===== src/hdl/abpc_pkg.sv =====
// Package for the converter burst power control block.
// Assumes a 100 MHz core clock and an AXI4-Lite register bus.
package abpc_pkg;

   // ************************************************************
   // Register map
   // ************************************************************
   // Printed offset 0xba is not a multiple of four: kept as index
   localparam logic [7:0]  POWER_CTL_INDEX    = 8'hba;
   localparam logic [11:0] POWER_CTL_ADDR     = {2'h0, POWER_CTL_INDEX, 2'h0};
   localparam logic [11:0] CONV_CTL_ADDR      = 12'h400;
   localparam logic [11:0] STATUS_ADDR        = 12'h404;
   localparam logic [7:0]  POWER_CTL_RESET    = 8'h0f;
   localparam int          LOW_POWER_BIT      = 7;
   localparam int          DELAY_MSB          = 3;
   localparam int          DELAY_LSB          = 0;
   localparam int          CONV_ON_BIT        = 0;
   localparam int          BURST_SEL_BIT      = 1;
   localparam int          TEN_BIT_MODE_BIT   = 2;
   localparam int          SAR_DIV_LSB        = 8;
   localparam int          SAR_DIV_MSB        = 15;
   localparam logic [7:0]  SAR_DIV_RESET      = 8'h0c;
   localparam logic [1:0]  RESP_OKAY          = 2'h0;
   localparam logic [1:0]  RESP_SLVERR        = 2'h2;

   // ************************************************************
   // Timing
   // ************************************************************
   localparam int          CLK_PERIOD_PS      = 10000;
   localparam int          DELAY_STEP_PS      = 400000;
   // Least time: round up
   localparam int          DELAY_STEP_CYCLES  =
      (DELAY_STEP_PS + CLK_PERIOD_PS - 1) / CLK_PERIOD_PS;
   localparam int          CONV_SAR_10BIT     = 13;
   localparam int          CONV_SAR_8BIT      = 11;

   typedef enum logic [1:0] {
      ABPC_OFF,
      ABPC_IDLE,
      ABPC_WAKE,
      ABPC_CONV
   } abpc_state_t;

   typedef struct packed {
      logic       converter_low_power_sel;
      logic [3:0] powerup_delay_code;
   } abpc_pwr_cfg_t;

   typedef struct packed {
      logic       converter_on;
      logic       burst_mode_sel;
      logic       ten_bit_mode;
      logic [7:0] sar_div;
   } abpc_conv_cfg_t;

endpackage


===== src/hdl/abpc_top.sv =====
// Converter burst power control: power state and start-up delay.
// Assumes synchronous start requests and an AXI4-Lite master.
//
// Chosen here: the AXI4-Lite register port.
`timescale 1ns/1ps

module abpc_top
   import abpc_pkg::*;
(
   input  wire logic        core_clk,
   input  wire logic        sys_rst,
   input  wire logic [11:0] s_axi_awaddr,
   input  wire logic        s_axi_awvalid,
   output      logic        s_axi_awready,
   input  wire logic [31:0] s_axi_wdata,
   input  wire logic [3:0]  s_axi_wstrb,
   input  wire logic        s_axi_wvalid,
   output      logic        s_axi_wready,
   output      logic [1:0]  s_axi_bresp,
   output      logic        s_axi_bvalid,
   input  wire logic        s_axi_bready,
   input  wire logic [11:0] s_axi_araddr,
   input  wire logic        s_axi_arvalid,
   output      logic        s_axi_arready,
   output      logic [31:0] s_axi_rdata,
   output      logic [1:0]  s_axi_rresp,
   output      logic        s_axi_rvalid,
   input  wire logic        s_axi_rready,
   input  wire logic        conv_start,
   output      logic        conv_powered,
   output      logic        conv_low_power,
   output      logic        conv_busy,
   output      logic        conv_done
);
   import abpc_pkg::*;

   abpc_pwr_cfg_t  pwr;
   abpc_conv_cfg_t cfg;
   abpc_state_t    state;
   logic [11:0]    aw_addr;
   logic [31:0]    w_data;
   logic [3:0]     w_strb;
   logic           aw_held;
   logic           w_held;
   logic [11:0]    wake_cnt;
   logic [7:0]     div_cnt;
   logic [3:0]     sar_cnt;
   logic           start_pend;

   // ************************************************************
   // AXI4-Lite write path
   // ************************************************************
   wire do_write = aw_held && w_held && !s_axi_bvalid;

   always_ff @(posedge core_clk)
   begin
      if (sys_rst)
      begin
         aw_held       <= 1'b0;
         w_held        <= 1'b0;
         aw_addr       <= 12'h000;
         w_data        <= 32'h0000_0000;
         w_strb        <= 4'h0;
         s_axi_awready <= 1'b0;
         s_axi_wready  <= 1'b0;
         s_axi_bvalid  <= 1'b0;
         s_axi_bresp   <= RESP_OKAY;
      end
      else
      begin
         s_axi_awready <= !aw_held && !s_axi_awready && s_axi_awvalid;
         s_axi_wready  <= !w_held && !s_axi_wready && s_axi_wvalid;
         if (s_axi_awvalid && s_axi_awready)
         begin
            aw_held <= 1'b1;
            aw_addr <= s_axi_awaddr;
         end
         if (s_axi_wvalid && s_axi_wready)
         begin
            w_held <= 1'b1;
            w_data <= s_axi_wdata;
            w_strb <= s_axi_wstrb;
         end
         if (do_write)
         begin
            aw_held      <= 1'b0;
            w_held       <= 1'b0;
            s_axi_bvalid <= 1'b1;
            if (aw_addr == POWER_CTL_ADDR || aw_addr == CONV_CTL_ADDR
                || aw_addr == STATUS_ADDR)
               s_axi_bresp <= RESP_OKAY;
            else
               s_axi_bresp <= RESP_SLVERR;
         end
         else if (s_axi_bvalid && s_axi_bready)
            s_axi_bvalid <= 1'b0;
      end
   end

   // ************************************************************
   // Configuration registers
   // ************************************************************
   always_ff @(posedge core_clk)
   begin
      if (sys_rst)
      begin
         pwr <= '{converter_low_power_sel: POWER_CTL_RESET[LOW_POWER_BIT],
                  powerup_delay_code: POWER_CTL_RESET[DELAY_MSB:DELAY_LSB]};
         cfg <= '{converter_on: 1'b0, burst_mode_sel: 1'b0,
                  ten_bit_mode: 1'b1, sar_div: SAR_DIV_RESET};
      end
      else if (do_write)
      begin
         if (aw_addr == POWER_CTL_ADDR && w_strb[0])
         begin
            pwr.converter_low_power_sel <= w_data[LOW_POWER_BIT];
            pwr.powerup_delay_code      <= w_data[DELAY_MSB:DELAY_LSB];
         end
         else if (aw_addr == CONV_CTL_ADDR)
         begin
            if (w_strb[0])
            begin
               cfg.converter_on   <= w_data[CONV_ON_BIT];
               cfg.burst_mode_sel <= w_data[BURST_SEL_BIT];
               cfg.ten_bit_mode   <= w_data[TEN_BIT_MODE_BIT];
            end
            if (w_strb[1])
               cfg.sar_div <= w_data[SAR_DIV_MSB:SAR_DIV_LSB];
         end
      end
   end

   // ************************************************************
   // AXI4-Lite read path
   // ************************************************************
   always_ff @(posedge core_clk)
   begin
      if (sys_rst)
      begin
         s_axi_arready <= 1'b0;
         s_axi_rvalid  <= 1'b0;
         s_axi_rdata   <= 32'h0000_0000;
         s_axi_rresp   <= RESP_OKAY;
      end
      else
      begin
         s_axi_arready <= !s_axi_rvalid && !s_axi_arready && s_axi_arvalid;
         if (s_axi_arvalid && s_axi_arready)
         begin
            s_axi_rvalid <= 1'b1;
            s_axi_rresp  <= RESP_OKAY;
            if (s_axi_araddr == POWER_CTL_ADDR)
               s_axi_rdata <= {24'h000000, pwr.converter_low_power_sel, 3'h0,
                               pwr.powerup_delay_code};
            else if (s_axi_araddr == CONV_CTL_ADDR)
               s_axi_rdata <= {16'h0000, cfg.sar_div, 5'h00, cfg.ten_bit_mode,
                               cfg.burst_mode_sel, cfg.converter_on};
            else if (s_axi_araddr == STATUS_ADDR)
               s_axi_rdata <= {28'h0000000, conv_done, conv_low_power,
                               conv_busy, conv_powered};
            else
            begin
               s_axi_rdata <= 32'h0000_0000;
               s_axi_rresp <= RESP_SLVERR;
            end
         end
         else if (s_axi_rvalid && s_axi_rready)
            s_axi_rvalid <= 1'b0;
      end
   end

   // ************************************************************
   // Power and conversion sequencer
   // ************************************************************
   // Wait in core cycles, never shorter than (code + 1) * 400 ns
   wire [11:0] wake_cycles = 12'((32'(pwr.powerup_delay_code) + 32'd1)
                                 * DELAY_STEP_CYCLES);
   wire [3:0]  sar_len = cfg.ten_bit_mode ? 4'(CONV_SAR_10BIT) : 4'(CONV_SAR_8BIT);
   wire        stay_on = !cfg.burst_mode_sel ? cfg.converter_on
                                             : cfg.converter_on;
   wire        burst_sleep = cfg.burst_mode_sel && !cfg.converter_on;

   always_ff @(posedge core_clk)
   begin
      if (sys_rst)
      begin
         state          <= ABPC_OFF;
         wake_cnt       <= 12'h000;
         div_cnt        <= 8'h00;
         sar_cnt        <= 4'h0;
         start_pend     <= 1'b0;
         conv_powered   <= 1'b0;
         conv_busy      <= 1'b0;
         conv_done      <= 1'b0;
         conv_low_power <= 1'b0;
      end
      else
      begin
         conv_low_power <= pwr.converter_low_power_sel;
         conv_done      <= 1'b0;
         // A start during a conversion is held for the next one
         if (conv_start && state == ABPC_CONV)
            start_pend <= 1'b1;
         case (state)
            ABPC_OFF:
            begin
               conv_powered <= stay_on;
               if (stay_on)
                  state <= ABPC_IDLE;
               else if (burst_sleep && (conv_start || start_pend))
               begin
                  start_pend   <= 1'b0;
                  conv_powered <= 1'b1;
                  wake_cnt     <= wake_cycles;
                  state        <= ABPC_WAKE;
               end
            end
            ABPC_IDLE:
            begin
               if (!stay_on)
               begin
                  conv_powered <= 1'b0;
                  state        <= ABPC_OFF;
               end
               else if (cfg.burst_mode_sel && (conv_start || start_pend))
               begin
                  start_pend <= 1'b0;
                  conv_busy  <= 1'b1;
                  div_cnt    <= cfg.sar_div;
                  sar_cnt    <= sar_len;
                  state      <= ABPC_CONV;
               end
            end
            ABPC_WAKE:
            begin
               if (wake_cnt == 12'h001)
               begin
                  conv_busy <= 1'b1;
                  div_cnt   <= cfg.sar_div;
                  sar_cnt   <= sar_len;
                  state     <= ABPC_CONV;
               end
               wake_cnt <= wake_cnt - 12'h001;
            end
            ABPC_CONV:
            begin
               // One SAR clock per (sar_div + 1) core cycles
               if (div_cnt == 8'h00)
               begin
                  div_cnt <= cfg.sar_div;
                  sar_cnt <= sar_cnt - 4'h1;
                  if (sar_cnt == 4'h1)
                  begin
                     conv_busy <= 1'b0;
                     conv_done <= 1'b1;
                     if (stay_on)
                        state <= ABPC_IDLE;
                     else
                     begin
                        conv_powered <= 1'b0;
                        state        <= ABPC_OFF;
                     end
                  end
               end
               else
                  div_cnt <= div_cnt - 8'h01;
            end
            default:
               state <= ABPC_OFF;
         endcase
      end
   end

endmodule


===== config.mk =====
export PLATFORM = sky130hd
export DESIGN_NAME = abpc_top
export DESIGN_NICKNAME = d
export VERILOG_FILES = /design/src/hdl/abpc_pkg.sv /design/src/hdl/abpc_top.sv
export SDC_FILE = /design/constraint.sdc
export NUM_CORES = 1
export LEC_CHECK = 0
export BUFFER_PORTS_ARGS = -buffer_cell sky130_fd_sc_hd__buf_2
export CORE_MARGIN = 5
export CORE_UTILIZATION = 56
export CTS_BUF_LIST = sky130_fd_sc_hd__clkbuf_4
export CTS_CLUSTER_SIZE = 20
export DETAILED_ROUTE_END_ITERATION = 10
export GPL_ROUTABILITY_DRIVEN = 0
export PLACE_DENSITY = 0.9
export SLEW_MARGIN = 40
export SYNTH_ARGS = -nofsm -noshare
export SYNTH_HDL_FRONTEND = slang
export SYNTH_SLANG_ARGS = --single-unit

===== constraint.sdc =====
create_clock -name core_clk -period 2.8 [get_ports core_clk]
set_clock_uncertainty 0.2 [all_clocks]
set_input_delay 0.84 -clock core_clk [delete_from_list [all_inputs] [get_ports core_clk]]
set_output_delay 0.84 -clock core_clk [all_outputs]
set_load 0.01 [all_outputs]

Word-level counts from Yosys, hierarchy flattened --
Cells that the tools add are included.
Word-level totals: output and inout bits 45, register bits 120
Cells by class: add/sub/neg operators 4, muxes and demuxes 53, reductions and logical operators 47, bitwise gates (word level) 3, equality and inequality tests 20, multipliers 1
Operators with widths (count):
- $eq 12x11->1 const B | 4
- $mux 16 | 2
- $mux 8 | 4
- $eq 12x10->1 const B | 2
- $mux 12 | 2
- $pmux 12 s2 | 1
- $pmux 8 s3 | 1
- $mux 2 | 11
- $mux 1 | 21
- $mux 4 | 5
- $logic_and 1x1->1 | 18
- $eq 12x1->1 const B | 1
- $pmux 4 s3 | 1
- $reduce_and 4->1 | 3
- $sub 12x1->12 const B | 1
- $ne 2x2->1 const B | 5
- $reduce_and 5->1 | 2
- $logic_not 1->1 | 8
- $logic_not 8->1 | 1
- $mul 5x3->8 const B | 1
- $pmux 2 s4 | 1
- $sub 8x1->8 const B | 1
- $ne 3x3->1 const B | 2
- $pmux 1 s3 | 2
- 18 further kinds | 28

Depth between registers and ports, before layout --
depth in word-level cells 6, mapped depth 11

Worst setup path after synthesis --
No wires, ideal clock.
path type register -> register, start register pwr[2] (netlist name), end register wake_cnt[8], stages on the path, launching flop included 12, required time 2530 ps, setup time 70 ps, arrival 2324 ps, path slack 205 ps, cell sequence dfxtp_1 > clkbuf_1 > nand3_1 > xnor2_1 > xnor2_1 > ha_1 > inv_1 > fa_1 > xor2_1 > xnor2_1 > a211o_1 > a21oi_1
Between the ends: cells in the longest elaborated chain, start to end 5
RTL lines:
- start, declared | line abpc_top.sv:37 | abpc_pwr_cfg_t pwr;
- start signal, assigned | line abpc_top.sv:107 | pwr <= '{converter_low_power_sel: POWER_CTL_RESET[LOW_POWER_BIT],
- $add 4x1->5 | line abpc_top.sv:176 | wire [11:0] wake_cycles = 12'((32'(pwr.powerup_delay_code) + 32'd1)
- $mul 5x3->8 | line abpc_top.sv:177 | * DELAY_STEP_CYCLES);
- $mux 12 | line abpc_top.sv:210 | else if (burst_sleep && (conv_start || start_pend))
- $mux 12 | line abpc_top.sv:208 | if (stay_on)
- $pmux 12 s2 | line abpc_top.sv:204 | case (state)
- end signal, assigned | line abpc_top.sv:214 | wake_cnt <= wake_cycles;
- end signal, assigned | line abpc_top.sv:243 | wake_cnt <= wake_cnt - 12'h001;
- end, declared | line abpc_top.sv:45 | logic [11:0] wake_cnt;
Every way passes these cells. The select of a mux whose other input is x is not followed. A chain may end at the register's enable or synchronous reset.

Worst setup path in the final report --
start register pwr[3] (netlist name), end register wake_cnt[8]
The elaborated chain is that of the path after synthesis.

==> run metrics <==
Post-Route Setup TNS 0 ns; sequential area share after synthesis 39.7%; die span in x 103 µm; Inst Count DP 742; Post-Syn Area 4840 µm²; CP required 2.98 ns; Startpoint Class flop; Post-Synthesis Cells 585; number of global-route vias before repair 4198; Final Instance Count excl. Fillers 758; fin nets 724; Final Cycle Share 94.9%; Async SR Flop Fraction 0%; Area growth syn-to-layout 10.8%; first-pass GRT wire length 19500 µm; Hold Crit Depth 1; final-report setup violation count 0; max incr delay on CP 0.48 ns; htree depth 3; Num CTS Buffers 9; Initial Util 56.6%; layout filler cell count 725; grt total ovfl 0; Reg area 1920 µm²; flop2flop setup slack 0.14 ns; Critical Path Fanout Max 6; Worst Hold Class reg -> reg; final hold violations 0; cts hold-fix bufs 0; Synth top area share 39.7%; Final Util 62.7%; clk_lat worst skew 0.45 ns; final wirelength 12000 µm; WP depth 10; Post-Synth XOR/XNOR Area 1.09%; CTS root buf clkbuf_4; top post-synthesis cells by area dfxtp_1 (40%), nand2_1 (7.5%), a21oi_1 (6.2%), mux2i_1 (3.3%), buf_4 (3.3%); syn_area_per_cell 8.27 µm²; largest net degree at the start of global routing 52; Max-Cap Viols 0; cell family with most CP delay XOR/XNOR gates; CTS tree yes; Final Critical Period 2.66 ns; leading register cell type out of synthesis dfxtp_1; number of synthesized flops with an enable pin 0; Distinct cells, synth 69; relative slew slack 51.1%; Setup CP Type reg -> reg; critical path cell sequence inv_1, xnor2_2, xnor2_1, ha_1, inv_1, fa_1, xor2_1, xnor2_1, a211o_1, a21oi_1; clock slew seen by the registers of the worst setup and hold paths 0.15 ns; Tot Pwr 0.00250 W; post-route antenna net violation count 0; mux contribution to synthesized area 3.31%; Die Y 103 µm; top cells by count, synth nand2_1 (97), dfxtp_1 (96), a21oi_1 (60); DR vias 4576; drt wl/cell 15.9 µm; CP endpoint kind flop; HPWL after detailed placement 8880 µm; initial antenna violation count 1; Worst R2R Path Depth 10; largest family of logic cells by synthesized area simple AND/OR/NAND/NOR gates; Worst Path Buf+Inv 2; clock sink total 96; Post-Synth Adder-Cell Area 3.00%; I/O Buffers 70; Worst EP arrival 2.84 ns; synth warn 0; Yosys reg bits 96; GR Util All Layers 22.7%; Post-Synth Simple-Gate Area 24.0%; outcome completed; Starting DRT DRC Count 338; cell taking the most area after synthesis dfxtp_1; fin area 5360 µm²; die area 10600 µm²; Area after DPL 5210 µm²; Peak supply drop 0.325 mV; Crit-path slowest cell dfxtp_1; multi-input logic area 2630 µm²; Core Area 8550 µm²; DR DRC count 0; share of post-route cells with drive strength above 1 18.6%; post-synthesis compound-gate area fraction 21.0%; setup repair after global routing missed its margin no; count leader, synth nand2_1; FMAX 376 MHz; pins over their slew limit 0; # IOs 113; drt via density 6.04; Pre-antenna DRT Iters 5; Max clock buf depth 2; Leak 2.06 nW; pwr/cell area 467 nW/µm²; Rows 34; Tightest Pin Transition 0.732 ns; Inserted Diodes 0
-- routing by layer --
metal	part of all wire, %	track usage [%]	up-vias
li1	-	-	2193
met1	40	29.5	2134
met2	48	37.4	221
met3	9.8	5.07	26
met4	1.9	7.77	2
met5	0.12	0	-
-- path summary, 6_finish.rpt --
check	from	end
setup / recovery	pwr[3]$_SDFFE_PP1P_	wake_cnt[8]$_SDFFE_PP0P_
hold / removal	s_axi_rvalid$_SDFFE_PP0P_	s_axi_arready$_SDFF_PP0_
setup reg to reg	pwr[3]$_SDFFE_PP1P_	wake_cnt[8]$_SDFFE_PP0P_
hold reg to reg	s_axi_rvalid$_SDFFE_PP0P_	s_axi_arready$_SDFF_PP0_
-- cell families after synthesis --
logic type | count (synthesis)
flops | 96
compound gates | 153
mux | 16
other cells | 1
buf+inv | 76
fa+ha+maj | 11
xor+xnor | 6
simple gates | 226
-- timing repair --
item,in CTS,in global routing
gates resized for setup,0,5
buffers inserted,0,0
endpoints found under the hold margin,0,0
endpoints found under the setup margin,0,1
-- cells in the final DEF (no fill, tap or decap), drive strengths merged, types with 7 or more instances in the layout --
cell,count
nor4b,7
a32oi,14
nor3,16
inv,22
dfxtp,96
nor2,38
nand3,19
buf,84
clkbuf,9
a31oi,12
conb,21
o21ai,19
nand2,97
mux2i,16
nor4,13
ha,10
a21oi,60
o32ai,7
-- sequential cells by signal (all words and copies together), names as in the netlist, 2 cells and up --
register and count:
pwr 5, div_cnt 8, w_data 13, sar_cnt 4, s_axi_rdata 13, cfg 10, state 2, w_strb 2
aw_addr 12, wake_cnt 12
-- power by group --
part           leakage (nW)  switching, W  internal, W
combinational          1.21      0.000202     0.000130
clock                0.0736      0.000507     0.000200
sequential            0.776     0.0000547      0.00141
total                  2.06      0.000764      0.00174
-- metrics by stage --
step	setup WS, ns	hold WS [ns]
2_1_floorplan	0.205	0.216
3_3_place_gp	0.254	0.234
3_5_place_dp	0.126	0.244
4_1_cts	0.0681	0.267
5_1_grt	0.0299	0.284
6_report	0.142	0.268
-- final cells by class --
cell class                      instances  area share (%)
Multi-Input combinational cell        433            49.1
Sequential cell                        96            35.9
Timing Repair Buffer                   84            8.50
Inverter                               21            1.47
Clock buffer                            9            1.26
Clock inverter                          7            1.21
Tap cell                              108            2.52
Power figures use the tool's default switching activity.
